**src/rtl/lpc_pkg.sv**
```systemverilog
// Purpose: Constants for the lamp and transceiver control register bank
// Assumes: 16-bit registers held in the low half of 32-bit AXI4-Lite words, except ABIL, which uses both halves
// Notes: Printed offsets are register indices; byte address is four times the index modulo 256, so ABIL sits at 0x00
package lpc_pkg;
    localparam int LPC_CLK_HZ = 125_000_000;
    localparam int LPC_ADDR_W = 8;
    // Register indices and byte addresses
    localparam logic [7:0] LPC_IDX_LAMP = 8'h18;
    localparam logic [7:0] LPC_IDX_PHY = 8'h19;
    localparam logic [7:0] LPC_IDX_ABIL = 8'h40;
    localparam logic [7:0] LPC_ADDR_LAMP = 8'(LPC_IDX_LAMP * 4);
    localparam logic [7:0] LPC_ADDR_PHY = 8'(LPC_IDX_PHY * 4);
    localparam logic [7:0] LPC_ADDR_ABIL = 8'(LPC_IDX_ABIL * 4);
    // Lamp control fields
    localparam int LPC_RATE_HI = 10;
    localparam int LPC_RATE_LO = 9;
    localparam int LPC_POL_BIT = 7;
    localparam int LPC_FORCE_BIT = 4;
    localparam int LPC_ONOFF_BIT = 1;
    localparam logic [1:0] LPC_RATE_RST = 2'h2;
    // Transceiver control fields
    localparam int LPC_AMDIX_BIT = 15;
    localparam int LPC_XOVER_BIT = 14;
    localparam int LPC_PRX_BIT = 13;
    localparam int LPC_PTX_BIT = 12;
    localparam int LPC_BYP_BIT = 7;
    localparam int LPC_CFG_BIT = 5;
    localparam int LPC_ADR_HI = 4;
    // Ability word pause fields
    localparam int LPC_PAUSE_BIT = 10;
    localparam int LPC_ASYM_BIT = 11;
    // Blink durations in ms and counter width
    localparam int LPC_T50_MS = 50;
    localparam int LPC_T100_MS = 100;
    localparam int LPC_T200_MS = 200;
    localparam int LPC_T500_MS = 500;
    localparam int LPC_CNT_W = 27;
    localparam logic [1:0] LPC_RESP_OKAY = 2'h0;
    localparam logic [1:0] LPC_RESP_SLVERR = 2'h2;
endpackage : lpc_pkg

```
**src/rtl/lpc_sync2.sv**
```systemverilog
// Purpose: Two-flop synchroniser for a vector of pin levels
// Assumes: Inputs are static or slow relative to aclk
// Notes: First stage is read only by the second
`timescale 1ns/10ps
module lpc_sync2 #(
    parameter int W = 1
) (
    // Clock and reset
    input wire logic aclk,
    input wire logic aresetn,
    // Levels
    input wire logic [W-1:0] din,
    output logic [W-1:0] dout
);
    logic [W-1:0] stage1;

    always_ff @(posedge aclk) begin
        if (!aresetn) begin
            stage1 <= '0;
            dout <= '0;
        end else begin
            stage1 <= din;
            dout <= stage1;
        end
    end
endmodule : lpc_sync2

```
**src/rtl/lpc_pause_res.sv**
```systemverilog
// Purpose: Pause resolution from local and partner ability bits
// Assumes: Full-duplex indication comes from the negotiation engine
// Notes: Combinational; the caller registers the result
`timescale 1ns/10ps
module lpc_pause_res
    import lpc_pkg::*;
(
    // Ability words
    input wire logic [15:0] local_ability_advert,
    input wire logic [15:0] partner_ability_word,
    input wire logic full_duplex,
    // Resolved enables
    output logic pause_rx,
    output logic pause_tx
);
    logic lp;
    logic la;
    logic pp;
    logic pa;

    assign lp = local_ability_advert[LPC_PAUSE_BIT];
    assign la = local_ability_advert[LPC_ASYM_BIT];
    assign pp = partner_ability_word[LPC_PAUSE_BIT];
    assign pa = partner_ability_word[LPC_ASYM_BIT];

    // Symmetric pause, or asymmetric one-way cases, gated by full duplex
    always_comb begin
        pause_rx = full_duplex && ((lp && pp) || (lp && la && !pp && pa));
        pause_tx = full_duplex && ((lp && pp) || (!lp && la && pp && pa));
    end
endmodule : lpc_pause_res

```
**src/rtl/lpc_regs.sv**
```systemverilog
// Purpose: Status lamp control and transceiver control register bank
// Assumes: AXI4-Lite slave on aclk; straps and link status arrive as pins
// Notes: Reserved bits read as zero; unmapped addresses answer SLVERR
`timescale 1ns/10ps
module lpc_regs
    import lpc_pkg::*;
(
    // Clock and reset
    input wire logic aclk,
    input wire logic aresetn,
    // AXI4-Lite write address and data
    input wire logic [LPC_ADDR_W-1:0] s_axi_awaddr,
    input wire logic s_axi_awvalid,
    output logic s_axi_awready,
    input wire logic [31:0] s_axi_wdata,
    input wire logic [3:0] s_axi_wstrb,
    input wire logic s_axi_wvalid,
    output logic s_axi_wready,
    output logic [1:0] s_axi_bresp,
    output logic s_axi_bvalid,
    input wire logic s_axi_bready,
    // AXI4-Lite read
    input wire logic [LPC_ADDR_W-1:0] s_axi_araddr,
    input wire logic s_axi_arvalid,
    output logic s_axi_arready,
    output logic [31:0] s_axi_rdata,
    output logic [1:0] s_axi_rresp,
    output logic s_axi_rvalid,
    input wire logic s_axi_rready,
    // Straps and link state pins
    input wire logic strap_lamp_pol,
    input wire logic strap_auto_xover,
    input wire logic strap_lamp_meaning,
    input wire logic [4:0] strap_phy_addr,
    input wire logic link_up,
    input wire logic txrx_activity,
    input wire logic neg_full_duplex,
    // Negotiation ability words
    input wire logic [15:0] local_ability_advert,
    input wire logic [15:0] partner_ability_word,
    // Outputs
    output logic status_lamp_out,
    output logic automatic_pair_crossover,
    output logic crossed_pair_mode,
    output logic pause_rx_en,
    output logic pause_tx_en
);
    localparam logic [LPC_CNT_W-1:0] CYC_PER_MS = LPC_CNT_W'(LPC_CLK_HZ / 1000);

    typedef enum logic [3:0] {
        LPC_RST0 = 4'b0001,
        LPC_RST1 = 4'b0010,
        LPC_LOAD = 4'b0100,
        LPC_RUN = 4'b1000
    } lpc_state_t;

    function automatic logic [LPC_CNT_W-1:0] lpc_dur(input logic [1:0] rate);
        case (rate)
            2'h0: lpc_dur = LPC_CNT_W'(LPC_T50_MS) * CYC_PER_MS;
            2'h1: lpc_dur = LPC_CNT_W'(LPC_T100_MS) * CYC_PER_MS;
            2'h2: lpc_dur = LPC_CNT_W'(LPC_T200_MS) * CYC_PER_MS;
            default: lpc_dur = LPC_CNT_W'(LPC_T500_MS) * CYC_PER_MS;
        endcase
    endfunction : lpc_dur

    function automatic logic [15:0] lpc_merge(input logic [15:0] old, input logic [31:0] d,
                                              input logic [3:0] s);
        lpc_merge = {s[1] ? d[15:8] : old[15:8], s[0] ? d[7:0] : old[7:0]};
    endfunction : lpc_merge

    // Synchronised straps and link pins; full duplex passes straight through
    logic [9:0] sync_in;
    logic [4:0] s_addr;
    logic s_pol, s_amdix, s_cfg, s_link, s_act, s_fdx;

    lpc_sync2 #(.W(10)) u_sync (
        .aclk(aclk),
        .aresetn(aresetn),
        .din({strap_lamp_pol, strap_auto_xover, strap_lamp_meaning, strap_phy_addr,
              link_up, txrx_activity}),
        .dout(sync_in)
    );
    assign {s_pol, s_amdix, s_cfg, s_addr, s_link, s_act} = sync_in;
    assign s_fdx = neg_full_duplex;

    logic prx, ptx;

    lpc_pause_res u_pause (
        .local_ability_advert(local_ability_advert),
        .partner_ability_word(partner_ability_word),
        .full_duplex(s_fdx),
        .pause_rx(prx),
        .pause_tx(ptx)
    );

    // Control register fields
    logic [1:0] blink_rate;
    logic lamp_pol, lamp_force, lamp_onoff, pause_rx_st, pause_tx_st;
    logic amdix_en, xover, stretch_byp, lamp_meaning_select;
    logic [4:0] phy_addr;
    lpc_state_t state;

    // Strap capture: the synchroniser holds valid strap levels from the second edge
    always_ff @(posedge aclk) begin
        if (!aresetn) begin
            state <= LPC_RST0;
        end else begin
            case (state)
                LPC_RST0: state <= LPC_RST1;
                LPC_RST1: state <= LPC_LOAD;
                LPC_LOAD: state <= LPC_RUN;
                LPC_RUN: state <= LPC_RUN;
                default: state <= LPC_RST0;
            endcase
        end
    end

    // AXI write channel
    logic aw_hold, w_hold, wr_go;
    logic [LPC_ADDR_W-1:0] aw_addr;
    logic [31:0] w_data;
    logic [3:0] w_strb;

    assign wr_go = aw_hold && w_hold && !s_axi_bvalid;

    always_ff @(posedge aclk) begin
        if (!aresetn) begin
            aw_hold <= 1'b0;
            w_hold <= 1'b0;
            aw_addr <= '0;
            w_data <= '0;
            w_strb <= '0;
        end else begin
            if (s_axi_awvalid && s_axi_awready) begin
                aw_hold <= 1'b1;
                aw_addr <= s_axi_awaddr;
            end else if (wr_go) begin
                aw_hold <= 1'b0;
            end
            if (s_axi_wvalid && s_axi_wready) begin
                w_hold <= 1'b1;
                w_data <= s_axi_wdata;
                w_strb <= s_axi_wstrb;
            end else if (wr_go) begin
                w_hold <= 1'b0;
            end
        end
    end

    assign s_axi_awready = !aw_hold;
    assign s_axi_wready = !w_hold;

    always_ff @(posedge aclk) begin
        if (!aresetn) begin
            s_axi_bvalid <= 1'b0;
            s_axi_bresp <= LPC_RESP_OKAY;
        end else if (wr_go) begin
            s_axi_bvalid <= 1'b1;
            s_axi_bresp <= (aw_addr == LPC_ADDR_LAMP || aw_addr == LPC_ADDR_PHY) ?
                           LPC_RESP_OKAY : LPC_RESP_SLVERR;
        end else if (s_axi_bready) begin
            s_axi_bvalid <= 1'b0;
        end
    end

    logic [15:0] lamp_word, phy_word, lamp_new, phy_new;

    assign lamp_new = lpc_merge(lamp_word, w_data, w_strb);
    assign phy_new = lpc_merge(phy_word, w_data, w_strb);

    // Lamp control register
    always_ff @(posedge aclk) begin
        if (!aresetn) begin
            blink_rate <= LPC_RATE_RST;
            lamp_pol <= 1'b0;
            lamp_force <= 1'b0;
            lamp_onoff <= 1'b0;
        end else if (wr_go && aw_addr == LPC_ADDR_LAMP) begin
            blink_rate <= lamp_new[LPC_RATE_HI:LPC_RATE_LO];
            lamp_pol <= lamp_new[LPC_POL_BIT];
            lamp_force <= lamp_new[LPC_FORCE_BIT];
            lamp_onoff <= lamp_new[LPC_ONOFF_BIT];
        end else if (state == LPC_LOAD) begin
            lamp_pol <= s_pol;
        end
    end

    // Transceiver control register
    always_ff @(posedge aclk) begin
        if (!aresetn) begin
            amdix_en <= 1'b0;
            xover <= 1'b0;
            stretch_byp <= 1'b0;
            lamp_meaning_select <= 1'b1;
            phy_addr <= '0;
        end else if (wr_go && aw_addr == LPC_ADDR_PHY) begin
            amdix_en <= phy_new[LPC_AMDIX_BIT];
            xover <= phy_new[LPC_XOVER_BIT];
            stretch_byp <= phy_new[LPC_BYP_BIT];
            lamp_meaning_select <= phy_new[LPC_CFG_BIT];
        end else if (state == LPC_LOAD) begin
            amdix_en <= s_amdix;
            lamp_meaning_select <= s_cfg;
            phy_addr <= s_addr;
        end
    end

    // Pause resolution status
    always_ff @(posedge aclk) begin
        if (!aresetn) begin
            pause_rx_st <= 1'b0;
            pause_tx_st <= 1'b0;
        end else begin
            pause_rx_st <= prx;
            pause_tx_st <= ptx;
        end
    end

    always_comb begin
        lamp_word = '0;
        lamp_word[LPC_RATE_HI:LPC_RATE_LO] = blink_rate;
        lamp_word[LPC_POL_BIT] = lamp_pol;
        lamp_word[LPC_FORCE_BIT] = lamp_force;
        lamp_word[LPC_ONOFF_BIT] = lamp_onoff;
        phy_word = '0;
        phy_word[LPC_AMDIX_BIT] = amdix_en;
        phy_word[LPC_XOVER_BIT] = xover;
        phy_word[LPC_PRX_BIT] = pause_rx_st;
        phy_word[LPC_PTX_BIT] = pause_tx_st;
        phy_word[LPC_BYP_BIT] = stretch_byp;
        phy_word[LPC_CFG_BIT] = lamp_meaning_select;
        phy_word[LPC_ADR_HI:0] = phy_addr;
    end

    // AXI read channel, one cycle after address
    always_ff @(posedge aclk) begin
        if (!aresetn) begin
            s_axi_rvalid <= 1'b0;
            s_axi_rdata <= '0;
            s_axi_rresp <= LPC_RESP_OKAY;
        end else if (s_axi_arvalid && s_axi_arready) begin
            s_axi_rvalid <= 1'b1;
            s_axi_rresp <= LPC_RESP_OKAY;
            case (s_axi_araddr)
                LPC_ADDR_LAMP: s_axi_rdata <= {16'h0000, lamp_word};
                LPC_ADDR_PHY: s_axi_rdata <= {16'h0000, phy_word};
                LPC_ADDR_ABIL: s_axi_rdata <= {partner_ability_word, local_ability_advert};
                default: begin
                    s_axi_rdata <= '0;
                    s_axi_rresp <= LPC_RESP_SLVERR;
                end
            endcase
        end else if (s_axi_rready) begin
            s_axi_rvalid <= 1'b0;
        end
    end

    assign s_axi_arready = !s_axi_rvalid;

    // Blink timebase, restarted on rate change
    logic [LPC_CNT_W-1:0] blink_cnt, stretch_cnt;
    logic [1:0] rate_seen;
    logic blink_phase, act_shown, lamp_on;

    always_ff @(posedge aclk) begin
        if (!aresetn) begin
            blink_cnt <= '0;
            rate_seen <= LPC_RATE_RST;
            blink_phase <= 1'b0;
        end else if (rate_seen != blink_rate) begin
            rate_seen <= blink_rate;
            blink_cnt <= '0;
            blink_phase <= 1'b0;
        end else if (blink_cnt >= lpc_dur(blink_rate) - 1'b1) begin
            blink_cnt <= '0;
            blink_phase <= !blink_phase;
        end else begin
            blink_cnt <= blink_cnt + 1'b1;
        end
    end

    // Activity stretch: hold for one blink duration after last activity
    always_ff @(posedge aclk) begin
        if (!aresetn) begin
            stretch_cnt <= '0;
        end else if (s_act) begin
            stretch_cnt <= lpc_dur(blink_rate);
        end else if (stretch_cnt != '0) begin
            stretch_cnt <= stretch_cnt - 1'b1;
        end
    end

    assign act_shown = stretch_byp ? s_act : (s_act || stretch_cnt != '0);

    always_comb begin
        if (lamp_force) begin
            lamp_on = lamp_onoff;
        end else if (lamp_meaning_select) begin
            lamp_on = s_link;
        end else if (stretch_byp) begin
            lamp_on = s_link && !act_shown;
        end else begin
            lamp_on = s_link && !(act_shown && blink_phase);
        end
    end

    // Registered outputs
    always_ff @(posedge aclk) begin
        if (!aresetn) begin
            status_lamp_out <= 1'b1;
            automatic_pair_crossover <= 1'b0;
            crossed_pair_mode <= 1'b0;
            pause_rx_en <= 1'b0;
            pause_tx_en <= 1'b0;
        end else begin
            status_lamp_out <= lamp_pol ? lamp_on : !lamp_on;
            automatic_pair_crossover <= amdix_en;
            crossed_pair_mode <= xover;
            pause_rx_en <= pause_rx_st;
            pause_tx_en <= pause_tx_st;
        end
    end

    // Checks
    AST_FORCE: assert property (@(posedge aclk) disable iff (!aresetn)
        lamp_force |=> status_lamp_out == ($past(lamp_pol) ~^ $past(lamp_onoff)))
        else $error("forced lamp level wrong");
    AST_POL: assert property (@(posedge aclk) disable iff (!aresetn)
        state == LPC_RUN && lamp_force && lamp_onoff |=> status_lamp_out == $past(lamp_pol))
        else $error("lamp polarity wrong");
    AST_STRAP: assert property (@(posedge aclk) disable iff (!aresetn)
        state == LPC_LOAD && !(wr_go && aw_addr == LPC_ADDR_LAMP) |=> lamp_pol == $past(s_pol))
        else $error("strap polarity not loaded");
    AST_RATE: assert property (@(posedge aclk) disable iff (!aresetn)
        $changed(blink_rate) |=> blink_cnt == '0)
        else $error("blink count not restarted");
    AST_XOVER: assert property (@(posedge aclk) disable iff (!aresetn)
        ##1 crossed_pair_mode == $past(xover))
        else $error("crossover output mismatch");
    AST_AMDIX: assert property (@(posedge aclk) disable iff (!aresetn)
        ##1 automatic_pair_crossover == $past(amdix_en))
        else $error("auto crossover output mismatch");
    AST_PAUSE: assert property (@(posedge aclk) disable iff (!aresetn)
        !s_fdx |=> !pause_rx_st && !pause_tx_st)
        else $error("pause without full duplex");
    AST_PRX: assert property (@(posedge aclk) disable iff (!aresetn)
        s_fdx && local_ability_advert[LPC_PAUSE_BIT] && partner_ability_word[LPC_PAUSE_BIT]
        |=> pause_rx_st)
        else $error("symmetric pause not resolved");
    AST_LINK: assert property (@(posedge aclk) disable iff (!aresetn)
        !lamp_force && lamp_meaning_select && s_link && lamp_pol |=> status_lamp_out)
        else $error("link lamp not on");
    AST_BYP: assert property (@(posedge aclk) disable iff (!aresetn)
        stretch_byp && !lamp_force && !lamp_meaning_select && s_link && !s_act && lamp_pol
        |=> status_lamp_out)
        else $error("stretch not bypassed");
    AST_RST: assert property (@(posedge aclk) $rose(aresetn) |-> blink_rate == LPC_RATE_RST)
        else $error("blink rate reset wrong");
    COV_WRITE: cover property (@(posedge aclk) wr_go && aw_addr == LPC_ADDR_LAMP);
    COV_BLINK: cover property (@(posedge aclk) $rose(blink_phase));
    COV_PAUSE: cover property (@(posedge aclk) $rose(pause_rx_st));
    COV_FORCE: cover property (@(posedge aclk) lamp_force && $changed(status_lamp_out));
endmodule : lpc_regs

```
**config.mk**
```make
export PLATFORM = sky130hd
export DESIGN_NAME = lpc_regs
export DESIGN_NICKNAME = d
export VERILOG_FILES = /design/src/rtl/lpc_pkg.sv /design/src/rtl/lpc_sync2.sv /design/src/rtl/lpc_pause_res.sv /design/src/rtl/lpc_regs.sv
export SDC_FILE = /design/constraint.sdc
export NUM_CORES = 1
export LEC_CHECK = 0
export ABC_CLOCK_PERIOD_IN_PS = 2750
export BUFFER_PORTS_ARGS = -buffer_cell sky130_fd_sc_hd__buf_2
export CORE_UTILIZATION = 51
export CTS_CLUSTER_DIAMETER = 80
export DETAILED_ROUTE_END_ITERATION = 10
export PLACE_DENSITY = 0.73
export RECOVER_POWER = 25
export SLEW_MARGIN = 20
export SYNTH_ARGS = -nofsm -noshare
export SYNTH_HDL_FRONTEND = slang
export SYNTH_SLANG_ARGS = --single-unit
```
**constraint.sdc**
```tcl
create_clock -name aclk -period 2.75 [get_ports aclk]
set_input_delay 0.4125 -clock aclk [delete_from_list [all_inputs] [get_ports aclk]]
set_output_delay 0.4125 -clock aclk [all_outputs]
set_load 0.01 [all_outputs]
```
==> metrics.txt <==
outcome finished clean; setup total negative slack 0 ns; clk sink count 158; FF+latch area 3163 sq um; drt total wl 15550 um; Post-CTS Repair Setup Buffers 0; largest family of logic cells by synthesized area simple AND/OR/NAND/NOR gates; XOR/XNOR Fraction of Synth Area 5.456%; clk root buf clkbuf_16; # DRC 0; Initial Util 52.13%; Peak supply drop 464.5 uV; setup violators final 0; first-pass GRT wire length 26300 um; ant diodes 0; PortBufs 119; Clk pin slew, worst setup/hold paths 0.06 ns; core footprint 13240 sq um; vias in the first global route 5481; Filler cells 1179; Layout area overhead 21.03%; synth top area cells dfxtp_1 46%, nand2_1 5.4%, a21oi_1 4.4%; CP Launch Type flop; min Tclk post-route 2.433 ns; crit-path cells inv_1 -> ha_1 -> nor4b_1 -> nand2_1 -> or3_1 -> a211oi_2 -> mux2_2; DIE AREA 14000 sq um; Min-Delay Path Class in2reg; Synth cell types 63; # hold bufs at CTS 0; simple logic cell fraction of the synthesized area 26.93%; nets 1046; routed len/inst 13.99 um; Final Wtd Congestion 0.8435; post-DR vias/cell 5.379; layout cells sized above 1 19.89%; Leak 3.379 nW; largest net degree at the start of global routing 54; max-cap viol count 0; ANT nets after route 0; YS warnings 0; period utilization 88.46%; endpoints failing hold 0; Max Fclk 411.1 MHz; post-synthesis mux area share 1.921%; CP max stage cell or3_1; list of most frequent post-synthesis cells 158 x dfxtp_1, 99 x nand2_1, 60 x a21oi_1; Final Skew 0.006346 ns; initial antenna violation count 0; leading area contributor after synthesis dfxtp_1; Initial DRT Pass Iterations 5; synthesized cell area 6903 sq um; Cell Pwr Density 745.8 nW/um^2; detailed-route via count 5976; asr flop ratio synth 0%; Critical Path RT 3.06 ns; crit end category flop; Mapped Cells 799; Initial DRC Count 402; TritonCTS clock tree built; crit-path max cell delay 0.48 ns; Slew @ Worst Pin 1.462 ns; complex-gate fraction of the synthesized area 11.89%; Synth Area in Adders 3.988%; Total GRT Usage 23.04%; most common cell in the synthesized netlist dfxtp_1; Worst Path Arrival 2.75 ns; Die Y 118.3 um; TritonCTS Buffers 17; CTS H-Tree Depth 4; post-synthesis register bit count 158; grt total ovfl 0; Max transition margin 2.521%; Clock Tree Buf Depth 2; Seq/Total Area, Yosys 45.82%; placed cells 1079; crit path kind reg2reg; Mapped Avg Cell Area 8.639 sq um; area share of the largest cell type after synthesis 45.82%; RSZ-0062 raised after global routing no; later-pin clock latency in the skew report 0.42 ns; # rows 42; minimum hold slack 0.1921 ns; number of flops mapped to enable cells by yosys 0; Post-CTS Resized 0; post-route insts no fill 1111; Crit Path Max Fanout 6; Top FF cell, synth dfxtp_1; Die X 118.3 um; # IOs 148; Final Util 63.09%; dpl hpwl 10800 um; Max Slew Vio Count 0; area of the multi-input gates 3491 sq um
## layout make-up
class | count | area share, %
clock inverters | 15 | 2.202
flip-flops and latches | 158 | 37.86
well taps | 176 | 2.636
clock buffers | 17 | 5.092
inverters | 26 | 1.168
repair buffers | 144 | 9.256
multi-input cells | 575 | 41.79
## registers in the layout, indices dropped and copies added (netlist names), 2 cells and up
signal,cells
s_axi_rdata,32
blink_cnt,27
stretch_cnt,27
u_sync.dout,10
u_sync.stage1,10
aw_addr,8
w_data,8
phy_addr,5
state,4
blink_rate,2
rate_seen,2
w_strb,2
## per-layer routing
metal  GRT usage, %  wire length (um)
met2          36.10              7244
met4          7.532               212
met1          31.18              7462
met5              0                 0
met3          5.405               626
## placed cells by master (no fill, tap or decap), drive strengths merged, types with 23 or more instances in the layout
master,n
dfxtp,158
buf,138
nand2,99
a21oi,60
nor3,55
nand3,52
nor2,43
and2,34
inv,31
xnor2,29
clkbuf,23
## metrics by stage
stage / power, mW / setup WS [ns] / instance area (sq um)
after floorplan: 3.510 / 0.3748 / 6910
after global placement: 3.825 / 0.4084 / 7755
after detailed placement: 3.847 / 0.3688 / 7755
after CTS: 6.256 / 0.3557 / 8364
after global routing: 6.545 / 0.1209 / 8354
final: 6.230 / 0.3175 / 8354
## power by group
part / total [mW] / switching [mW] / internal [mW]
sequential: 2.64 / 0.178 / 2.46
combinational: 1.18 / 0.649 / 0.528
clock: 2.41 / 0.971 / 1.44
total: 6.23 / 1.80 / 4.43
## critical path: cells and delay by family (launching register included)
family | cells | cell delay (ns)
flops | 1 | 0.33
fa+ha+maj | 1 | 0.15
mux | 1 | 0.34
simple gates | 3 | 1.17
compound gates | 1 | 0.21
buf+inv | 1 | 0.12
## final timing paths
kind | from | to | slack [ns] | cells after the start
max | stretch_cnt[0] | status_lamp_out | 0.32 | 7
max reg2reg | stretch_cnt[0] | status_lamp_out | 0.32 | 7
min reg2reg | u_sync.stage1[6] | u_sync.dout[6] | 0.43 | 1
min | txrx_activity | u_sync.stage1[0] | 0.19 | 2
## cells by family after synthesis
logic type | after synthesis
other cells | 2
buf+inv | 68
flops | 158
mux | 13
xor+xnor | 43
fa+ha+maj | 22
compound gates | 133
simple gates | 360
Note: power is estimated with default switching activity, not from simulation.
